==> src/itbu_defines.svh <==
// register offsets, field positions, reset values and timing counts of the interrupt unit
`ifndef ITBU_DEFINES_SVH
`define ITBU_DEFINES_SVH
`define ITBU_OFS_PSC 12'h000
`define ITBU_OFS_TB0 12'h004
`define ITBU_OFS_TB1 12'h008
`define ITBU_OFS_CTRL 12'h00C
`define ITBU_OFS_EDGE 12'h010
`define ITBU_OFS_FLAG 12'h014
`define ITBU_OFS_STAT 12'h018
`define ITBU_RST_BYTE 8'h00
`define ITBU_TB_RUN_BIT 7
`define ITBU_CTRL_GIE_BIT 0
`define ITBU_NSRC 4
`define ITBU_SRC_PIN 0
`define ITBU_SRC_FILT 1
`define ITBU_SRC_SER 2
`define ITBU_SRC_TB0 3
`define ITBU_SRC_TB1 4
`define ITBU_STACK_DEPTH 4
`define ITBU_PC_W 11
`define ITBU_VEC_PIN 11'h004
`define ITBU_VEC_FILT 11'h008
`define ITBU_VEC_SER 11'h00C
`define ITBU_VEC_TB0 11'h010
`define ITBU_VEC_TB1 11'h014
`define ITBU_PSC_DIV4 2'd3
`endif

==> src/itbu_pkg.sv <==
// types shared by the interrupt and time base unit
package itbu_pkg;
	typedef enum logic [1:0] {
		ITBU_RUN = 2'b00,
		ITBU_TAKE = 2'b01,
		ITBU_RET = 2'b10
	} itbu_state_t;
	typedef logic [10:0] itbu_pc_t;
endpackage

==> src/itbu_tick_if.sv <==
// time base control and overflow signals between the unit and a time base
`timescale 1ns/1ps
`default_nettype none
interface itbu_tick_if;
	logic run;
	logic [2:0] period;
	logic psc_en;
	logic overflow;
	modport owner (output run, output period, output psc_en, input overflow);
	modport tick (input run, input period, input psc_en, output overflow);
endinterface
`default_nettype wire

==> src/itbu_top.sv <==
// interrupt control, priority, stack handling, wake-up and time base clocking
`timescale 1ns/1ps
`default_nettype none
`include "itbu_defines.svh"
module itbu_top (
	// clock and reset
	input wire logic clk,
	input wire logic nrst,
	// ahb-lite slave
	input wire logic hsel,
	input wire logic [11:0] haddr,
	input wire logic [1:0] htrans,
	input wire logic hwrite,
	input wire logic [2:0] hsize,
	input wire logic [31:0] hwdata,
	input wire logic hready,
	output logic [31:0] hrdata,
	output logic hreadyout,
	output logic hresp,
	// peripheral events and pin
	input wire logic pin_in,
	input wire logic pin_func_sel,
	input wire logic pin_dir_in,
	input wire logic pin_pullup_sel,
	output logic pin_pullup_en,
	input wire logic filter_output_ready,
	input wire logic ser_byte_done,
	input wire logic ser_addr_match,
	input wire logic ser_bus_timeout,
	input wire logic sub_clk_tick,
	// core side
	input wire itbu_pkg::itbu_pc_t next_pc,
	input wire logic core_can_take,
	input wire logic return_from_interrupt,
	input wire logic sleep_mode,
	output logic irq_take,
	output itbu_pkg::itbu_pc_t irq_vector,
	output logic irq_return,
	output itbu_pkg::itbu_pc_t return_pc,
	output logic stack_full,
	output logic wake_up
);
	import itbu_pkg::*;
	// ------------------------------------------------------------
	// bus slave
	// ------------------------------------------------------------
	logic wr_pend, next_wr_pend;
	logic [11:0] wr_addr, next_wr_addr;
	logic [31:0] next_hrdata;
	logic [1:0] psc_src, next_psc_src;
	logic [7:0] time_base0_control, next_time_base0_control, time_base1_control, next_time_base1_control;
	logic [1:0] pin_edge_select, next_pin_edge_select;
	logic global_irq_enable, next_global_irq_enable;
	logic [4:0] irq_enable, next_irq_enable;
	logic [4:0] irq_flag, next_irq_flag;
	logic rd_go, wr_go;
	// keep only implemented time base bits so others read as zero
	function automatic logic [7:0] tb_mask(input logic [7:0] v);
		tb_mask = {v[7], 4'h0, v[2:0]};
	endfunction
	assign wr_go = hsel & hready & htrans[1] & hwrite;
	assign rd_go = hsel & hready & htrans[1] & ~hwrite;
	// every register answers at once, so the slave never stretches a transfer
	assign hreadyout = 1'b1;
	assign hresp = 1'b0;
	// ------------------------------------------------------------
	// prescaler and time bases
	// ------------------------------------------------------------
	logic [1:0] div4, next_div4;
	logic psc_en;
	itbu_tick_if tb0_if ();
	itbu_tick_if tb1_if ();
	always_comb begin
		next_div4 = div4 + 2'd1;
		if (psc_src[1]) begin
			psc_en = sub_clk_tick;
		end else if (psc_src[0]) begin
			psc_en = (div4 == `ITBU_PSC_DIV4);
		end else begin
			psc_en = 1'b1;
		end
	end
	// time base 0 run bit and period
	assign tb0_if.run = time_base0_control[`ITBU_TB_RUN_BIT];
	assign tb0_if.period = time_base0_control[2:0];
	assign tb0_if.psc_en = psc_en;
	// time base 1 run bit and period
	assign tb1_if.run = time_base1_control[`ITBU_TB_RUN_BIT];
	assign tb1_if.period = time_base1_control[2:0];
	assign tb1_if.psc_en = psc_en;
	itbu_tick u_tb0 (.clk(clk), .nrst(nrst), .tb(tb0_if.tick));
	itbu_tick u_tb1 (.clk(clk), .nrst(nrst), .tb(tb1_if.tick));
	// ------------------------------------------------------------
	// event detection
	// ------------------------------------------------------------
	logic pin_prev, filt_prev, pin_active, pin_edge;
	logic [4:0] events;
	// pin qualified by enable, function select and direction
	assign pin_active = irq_enable[`ITBU_SRC_PIN] & pin_func_sel & pin_dir_in;
	assign pin_pullup_en = pin_pullup_sel;
	always_comb begin
		case (pin_edge_select)
			2'b01: pin_edge = pin_in & ~pin_prev;
			2'b10: pin_edge = ~pin_in & pin_prev;
			2'b11: pin_edge = pin_in ^ pin_prev;
			default: pin_edge = 1'b0;
		endcase
		// selected edge on the active pin
		events[`ITBU_SRC_PIN] = pin_active & pin_edge;
		events[`ITBU_SRC_FILT] = filter_output_ready & ~filt_prev;
		events[`ITBU_SRC_SER] = ser_byte_done | ser_addr_match | ser_bus_timeout;
		events[`ITBU_SRC_TB0] = tb0_if.overflow;
		events[`ITBU_SRC_TB1] = tb1_if.overflow;
	end
	// ------------------------------------------------------------
	// priority, stack and sequencing
	// ------------------------------------------------------------
	itbu_state_t state, next_state;
	itbu_pc_t stack_mem [0:`ITBU_STACK_DEPTH-1];
	logic [2:0] sp, next_sp;
	logic [4:0] pending;
	logic [2:0] sel;
	logic any_req, take;
	itbu_pc_t next_irq_vector, next_return_pc;
	logic next_irq_take, next_irq_return, next_wake_up;
	logic ret_wait, next_ret_wait, ret_due;
	// a return seen in a busy cycle waits here; with an empty stack it is dropped
	assign ret_due = (return_from_interrupt | ret_wait) & (sp != 3'd0);
	function automatic itbu_pc_t vec_of(input logic [2:0] s);
		case (s)
			3'd0: vec_of = `ITBU_VEC_PIN;
			3'd1: vec_of = `ITBU_VEC_FILT;
			3'd2: vec_of = `ITBU_VEC_SER;
			3'd3: vec_of = `ITBU_VEC_TB0;
			default: vec_of = `ITBU_VEC_TB1;
		endcase
	endfunction
	assign pending = irq_flag & irq_enable;
	// the pointer counts used entries; at the depth every slot holds a pc
	assign stack_full = (sp == 3'(`ITBU_STACK_DEPTH));
	assign any_req = global_irq_enable & (|pending) & ~stack_full;
	always_comb begin
		sel = 3'd4;
		for (int i = `ITBU_NSRC; i >= 0; i--) begin
			if (pending[i]) begin
				sel = 3'(i);
			end
		end
	end
	// a due return goes first, so a waiting interrupt then pushes the resumed pc
	assign take = (state == ITBU_RUN) & any_req & core_can_take & ~ret_due;
	always_comb begin
		next_state = state;
		next_sp = sp;
		next_ret_wait = ret_due;
		next_irq_take = 1'b0;
		next_irq_return = 1'b0;
		next_irq_vector = irq_vector;
		next_return_pc = return_pc;
		case (state)
			ITBU_RUN: begin
				if (take) begin
					// push next pc and load vector
					next_irq_take = 1'b1;
					next_irq_vector = vec_of(sel);
					next_sp = sp + 3'd1;
					next_state = ITBU_TAKE;
				end else if (ret_due) begin
					next_ret_wait = 1'b0;
					next_irq_return = 1'b1;
					next_return_pc = stack_mem[sp[1:0] - 2'd1];
					next_sp = sp - 3'd1;
					next_state = ITBU_RET;
				end
			end
			ITBU_TAKE: next_state = ITBU_RUN;
			ITBU_RET: next_state = ITBU_RUN;
			default: next_state = ITBU_RUN;
		endcase
	end
	// ------------------------------------------------------------
	// register file next values
	// ------------------------------------------------------------
	always_comb begin
		next_wr_pend = wr_go;
		next_wr_addr = wr_go ? haddr : wr_addr;
		next_psc_src = psc_src;
		next_time_base0_control = time_base0_control;
		next_time_base1_control = time_base1_control;
		next_pin_edge_select = pin_edge_select;
		next_global_irq_enable = global_irq_enable;
		next_irq_enable = irq_enable;
		next_irq_flag = irq_flag;
		if (wr_pend) begin
			case (wr_addr)
				`ITBU_OFS_PSC: next_psc_src = hwdata[1:0];
				`ITBU_OFS_TB0: next_time_base0_control = tb_mask(hwdata[7:0]);
				`ITBU_OFS_TB1: next_time_base1_control = tb_mask(hwdata[7:0]);
				`ITBU_OFS_CTRL: begin
					next_global_irq_enable = hwdata[`ITBU_CTRL_GIE_BIT];
					next_irq_enable = hwdata[5:1];
				end
				`ITBU_OFS_EDGE: next_pin_edge_select = hwdata[1:0];
				`ITBU_OFS_FLAG: next_irq_flag = hwdata[4:0];
				default: next_wr_pend = wr_go;
			endcase
		end
		if (take) begin
			next_global_irq_enable = 1'b0;
			next_irq_flag[sel] = 1'b0;
		end else if (next_irq_return) begin
			next_global_irq_enable = 1'b1;
		end
		// hardware set wins; flags still latch while blocked
		next_irq_flag = next_irq_flag | events;
		// only a flag going low to high wakes
		next_wake_up = sleep_mode & |(events & ~irq_flag);
		// read data is captured in the address phase and held for the data phase
		case (haddr)
			`ITBU_OFS_PSC: next_hrdata = {30'h0, psc_src};
			`ITBU_OFS_TB0: next_hrdata = {24'h0, time_base0_control};
			`ITBU_OFS_TB1: next_hrdata = {24'h0, time_base1_control};
			`ITBU_OFS_CTRL: next_hrdata = {26'h0, irq_enable, global_irq_enable};
			`ITBU_OFS_EDGE: next_hrdata = {30'h0, pin_edge_select};
			`ITBU_OFS_FLAG: next_hrdata = {27'h0, irq_flag};
			`ITBU_OFS_STAT: next_hrdata = {28'h0, stack_full, sp};
			default: next_hrdata = 32'h0000_0000;
		endcase
		if (!rd_go) begin
			next_hrdata = hrdata;
		end
	end
	// ------------------------------------------------------------
	// bus and flag registers
	// ------------------------------------------------------------
	always_ff @(posedge clk or negedge nrst) begin
		if (!nrst) begin
			wr_pend <= 1'b0;
			wr_addr <= 12'h000;
			hrdata <= 32'h0000_0000;
			psc_src <= 2'b00;
			time_base0_control <= `ITBU_RST_BYTE;
			time_base1_control <= `ITBU_RST_BYTE;
			pin_edge_select <= 2'b00;
			global_irq_enable <= 1'b0;
			irq_enable <= 5'h00;
			irq_flag <= 5'h00;
			wake_up <= 1'b0;
		end else begin
			wr_pend <= next_wr_pend;
			wr_addr <= next_wr_addr;
			hrdata <= next_hrdata;
			psc_src <= next_psc_src;
			time_base0_control <= next_time_base0_control;
			time_base1_control <= next_time_base1_control;
			pin_edge_select <= next_pin_edge_select;
			global_irq_enable <= next_global_irq_enable;
			irq_enable <= next_irq_enable;
			irq_flag <= next_irq_flag;
			wake_up <= next_wake_up;
		end
	end
	// ------------------------------------------------------------
	// prescaler and edge sample registers
	// ------------------------------------------------------------
	always_ff @(posedge clk or negedge nrst) begin
		if (!nrst) begin
			div4 <= 2'd0;
			pin_prev <= 1'b0;
			filt_prev <= 1'b0;
		end else begin
			div4 <= next_div4;
			pin_prev <= pin_in;
			filt_prev <= filter_output_ready;
		end
	end
	// ------------------------------------------------------------
	// sequencer registers
	// ------------------------------------------------------------
	always_ff @(posedge clk or negedge nrst) begin
		if (!nrst) begin
			state <= ITBU_RUN;
			sp <= 3'd0;
			ret_wait <= 1'b0;
			irq_take <= 1'b0;
			irq_return <= 1'b0;
			irq_vector <= 11'h000;
			return_pc <= 11'h000;
		end else begin
			state <= next_state;
			sp <= next_sp;
			ret_wait <= next_ret_wait;
			irq_take <= next_irq_take;
			irq_return <= next_irq_return;
			irq_vector <= next_irq_vector;
			return_pc <= next_return_pc;
		end
	end
	// stack words need no reset; the pointer guards them
	always_ff @(posedge clk) begin
		if (take) begin
			stack_mem[sp[1:0]] <= next_pc;
		end
	end
endmodule // itbu_top
`default_nettype wire

==> src/itbu_tick.sv <==
// one time base: free counter on prescaler enables with selectable overflow bit
`timescale 1ns/1ps
`default_nettype none
`include "itbu_defines.svh"
module itbu_tick (
	// clock and reset
	input wire logic clk,
	input wire logic nrst,
	// control
	itbu_tick_if.tick tb
);
	import itbu_pkg::*;
	logic [15:0] count;
	logic [15:0] next_count;
	logic next_ovf;
	logic ovf;
	always_comb begin
		next_count = count;
		next_ovf = 1'b0;
		if (!tb.run) begin
			next_count = 16'h0000;
		end else if (tb.psc_en) begin
			next_count = count + 16'h0001;
			// overflow of bit 7+period: period of 2^(8+period) prescaler clocks
			next_ovf = count[4'd7 + {1'b0, tb.period}] & ~next_count[4'd7 + {1'b0, tb.period}];
		end
	end
	always_ff @(posedge clk or negedge nrst) begin
		if (!nrst) begin
			count <= 16'h0000;
			ovf <= 1'b0;
		end else begin
			count <= next_count;
			ovf <= next_ovf;
		end
	end
	assign tb.overflow = ovf;
endmodule // itbu_tick
`default_nettype wire

==> config.mk <==
export PLATFORM = sky130hd
export DESIGN_NAME = itbu_top
export DESIGN_NICKNAME = d
export VERILOG_FILES = /design/src/itbu_pkg.sv /design/src/itbu_tick_if.sv /design/src/itbu_top.sv /design/src/itbu_tick.sv
export VERILOG_INCLUDE_DIRS = /design/src /design/src/src
export SDC_FILE = /design/constraint.sdc
export NUM_CORES = 1
export LEC_CHECK = 0
export BUFFER_PORTS_ARGS = -buffer_cell sky130_fd_sc_hd__buf_2
export CAP_MARGIN = 20
export CORE_ASPECT_RATIO = 1.1
export CORE_MARGIN = 1
export CORE_UTILIZATION = 35
export DETAILED_ROUTE_END_ITERATION = 7
export PLACE_DENSITY_LB_ADDON = 0.25
export SETUP_SLACK_MARGIN = 0.4
export SLEW_MARGIN = 25
export SYNTH_ARGS = -nofsm -noshare
export SYNTH_HDL_FRONTEND = slang
export SYNTH_SLANG_ARGS = --single-unit
==> constraint.sdc <==
create_clock -name clk -period 3.65 [get_ports clk]
set_input_delay 0.365 -clock clk [delete_from_list [all_inputs] [get_ports clk]]
set_output_delay 0.365 -clock clk [all_outputs]
set_load 0.05 [all_outputs]
==> flow_metrics.env <==
export IMPL_internal_power_uw=3420
export IMPL_synth_cell_area_um2=7530
export IMPL_reg2reg_slack_ps=1080
export IMPL_ios=138
export IMPL_finalCritPeriodShare_pct=70.3
export IMPL_place_congestion=0.864
export IMPL_nets=813
export IMPL_final_util_pct=41.4
export IMPL_synthToLayoutAreaGrowth_pct=14.7
export IMPL_cts_tree="yes"
export IMPL_yosysUniqueCellTypes=66
export IMPL_hold_viol=0
export IMPL_ys_warn_count=0
export IMPL_fin_cells=1023
export IMPL_drive_gt1_share_pct=22.1
export IMPL_grt_max_degree=62
export IMPL_chipWidth_um=142
export IMPL_wirelength_um=16500
export IMPL_start_util_pct=36.1
export IMPL_vias=5047
export IMPL_clk_latency_ps=430
export IMPL_drt_iter0_drc=297
export IMPL_die_h_um=156
export IMPL_first_global_vias=5152
export IMPL_fp_coreArea_um2=20900
export IMPL_synth_avg_cell_area_um2=11.4
export IMPL_track_usage_pct=16.1
export IMPL_ys_flop_type="dfrtp_1"
export IMPL_fmax_ghz=0.390
export IMPL_p_comb_share_pct=27.5
export IMPL_synthArstFlopShare_pct=70.3
export IMPL_worstHoldPathType="in2async"
export IMPL_ys_seq_area_share_pct=52.1
export IMPL_antenna_found_initial=1
export IMPL_cellPowerDensity_nw_per_um2=620
export IMPL_crit_top_cell="inv_1"
export IMPL_fin_hold_ws_ps=28.9
export IMPL_core_rowCount=55
export IMPL_p_leak_uw=0.00366
export IMPL_cts_buffer_depth=2
export IMPL_rsz0062_at_grt="false"
export IMPL_ant_nets=0
export IMPL_post_cts_setup_buffers=0
export IMPL_drv_cap=0
export IMPL_critPathBufInv=4
export IMPL_setup_viol=0
export IMPL_cts_clk_slew_worst_paths_ps=70
export IMPL_numPortBuffers=71
export IMPL_grt_pass1_wl_um=27200
export IMPL_switching_share_pct=36.2
export IMPL_post_cts_resized=0
export IMPL_dp_hpwl_um=11600
export IMPL_relSlewSlack_pct=44.0
export IMPL_netlist_instances=663
export IMPL_fin_skew_ps=11.4
export IMPL_cts_root_buf="clkbuf_16"
export IMPL_h_tree_depth=4
export IMPL_cp_max_fo=16
export IMPL_setup_tns_ps=0
export IMPL_overflow=0
export IMPL_p_sw_uw=1940
export IMPL_placedCellCount=990
export IMPL_crit_path_end_kind="register"
export IMPL_crit_path_max_incr_delay_ps=580
export IMPL_crit_family="simple AND/OR/NAND/NOR gates"
export IMPL_vdd_ir_drop_worst_v=0.000413
export IMPL_post_route_drc_count=0
export IMPL_path_cells="buf_4 > inv_1 > ha_1 > inv_1 > o22ai_1 > nand4_1 > inv_1 > and2_1"
export IMPL_cts_buffers=17
export IMPL_postCtsHoldBufs=0
export IMPL_seqPwrFrac_pct=39.2
export IMPL_arrival_ps=2630
export IMPL_avgRoutedWirePerCell_um=16.1
export IMPL_fin_crit_ps=2570
export IMPL_cts_sinks=148
export IMPL_status="finished, final reports clean"
export IMPL_worst_pin_slew_ps=839
export IMPL_crit_type="reg2reg"
export IMPL_synth_edff_count=44
export IMPL_required_ps=3710
export IMPL_synth_seq_cells=148
export IMPL_drt_first_pass_iters=4
export IMPL_cp_slowest_cell="and2_1"
export IMPL_die_area_um2=22100
export IMPL_cp_start_kind="register"
export IMPL_drv_slew=0
export IMPL_power_share_clock_pct=33.3
export IMPL_via_per_inst=4.93
[kinds of logic after synthesis]
logic type | synth area share (%)
AOI/OAI and AO/OA | 6.56
DFF | 52.1
adders and majority gates | 2.09
muxes | 10.3
and+or+nand+nor | 16.8
other | 0.0997
xor gates and xnor gates | 5.35
buffers and inverters | 6.71
[through the flow]
| stage | instance area (µm²) | total power [µW] | worst slack (ps) |
|---|---|---|---|
| after global routing | 8630 | 5660 | 876 |
| after detailed placement | 8010 | 3630 | 1050 |
| after global placement | 8010 | 3600 | 1140 |
| after CTS | 8630 | 5440 | 1020 |
| after floorplan | 7660 | 3270 | 502 |
| final | 8640 | 5360 | 1080 |
[sequential cells by signal (all words and copies together) (netlist names), 2 cells and up]
name                flops
irq_vector              3
irq_enable              5
irq_flag                5
div4                    2
time_base1_control      4
u_tb1.count            16
hrdata                  7
sp                      3
return_pc              11
pin_edge_select         2
wr_addr                12
u_tb0.count            16
state                   2
psc_src                 2
stack_mem              44
time_base0_control      4
[power groups by stage]
| stage | sequential (µW) | combinational, µW | clock, µW |
|---|---|---|---|
| after global placement | 2120 | 1480 | 0 |
| after global routing | 2140 | 1600 | 1920 |
| after CTS | 2110 | 1510 | 1830 |
| final | 2100 | 1470 | 1790 |
| after detailed placement | 2130 | 1500 | 0 |
| after floorplan | 2380 | 883 | 0 |
[worst paths after layout]
path | cells past startpoint | endpoint | startpoint
max | 8 | stack_mem[3][5] | sp[0]
min | 1 | u_tb1.count[9] | nrst
max reg2reg | 8 | stack_mem[3][5] | sp[0]
min reg2reg | 1 | div4[0] | div4[0]
max in group asynchronous | 2 | irq_enable[4] | nrst
min in group clk | 1 | filt_prev | filter_output_ready
[worst reg2reg max path, delay by kind of cell, from the launching register on]
| kind | cells | cell delay [ps] |
|---|---|---|
| AO/OA/AOI/OAI | 1 | 280 |
| adder cells (fa/ha/maj) | 1 | 190 |
| buffers and inverters | 4 | 620 |
| flip-flops | 1 | 360 |
| AND/OR/NAND/NOR | 2 | 740 |
[synth_stat cells (all sizes together), types with 9 or more instances]
| cell type | n | area, µm² |
|---|---|---|
| buf | 51 | 353 |
| dfrtp | 104 | 2600 |
| ha | 11 | 138 |
| edfxtp | 44 | 1320 |
| nor2b | 11 | 68.8 |
| inv | 24 | 90.1 |
| mux4 | 16 | 360 |
| nand4 | 21 | 161 |
| nand3 | 21 | 105 |
| clkbuf | 16 | 62.6 |
| nand2 | 73 | 277 |
| mux2 | 28 | 315 |
| xor2 | 18 | 158 |
| nor4 | 9 | 62.6 |
| nor3 | 21 | 115 |
| xnor2 | 28 | 245 |
| mux2i | 10 | 100 |
| nor2 | 34 | 128 |
| o21ai | 16 | 80.1 |
| and2 | 29 | 181 |
[layout make-up]
cell class,instances,area [µm²]
Fill cell,1964,12200
Sequential cell,148,3920
Multi-Input combinational cell,457,3230
Clock buffer,17,425
Timing Repair Buffer,76,408
Tap cell,285,357
Clock inverter,15,199
Inverter,24,90.1
Antenna cell,1,2.50
[layer usage]
metal | GRT usage (%) | routed length [µm]
met1 | 19.3 | 7030
met2 | 27.6 | 8380
met3 | 4.73 | 736
met4 | 5.58 | 312
met5 | 0 | 13
[cell usage in the layout (no fill, tap or decap), types with 3 or more instances in the layout]
master / n
nand3_1: 21
nand2_1: 72
clkinv_8: 7
dfrtp_1: 104
buf_4: 5
inv_1: 24
o21ai_0: 16
mux2_2: 28
a31oi_1: 3
xnor2_1: 28
inv_8: 6
buf_2: 70
nor2b_1: 11
and2_1: 29
o22ai_1: 5
mux2i_1: 10
nor2_1: 34
a22oi_1: 4
a32o_1: 5
nor3_2: 3
nand2b_1: 3
o21a_1: 3
a22o_1: 4
conb_1: 35
a21oi_1: 5
clkbuf_16: 17
nor4_1: 8
or3_1: 5
mux4_2: 16
ha_1: 11
edfxtp_1: 44
nor3_1: 18
xor2_1: 18
nand4_1: 19
Power figures use the tool's default switching activity.
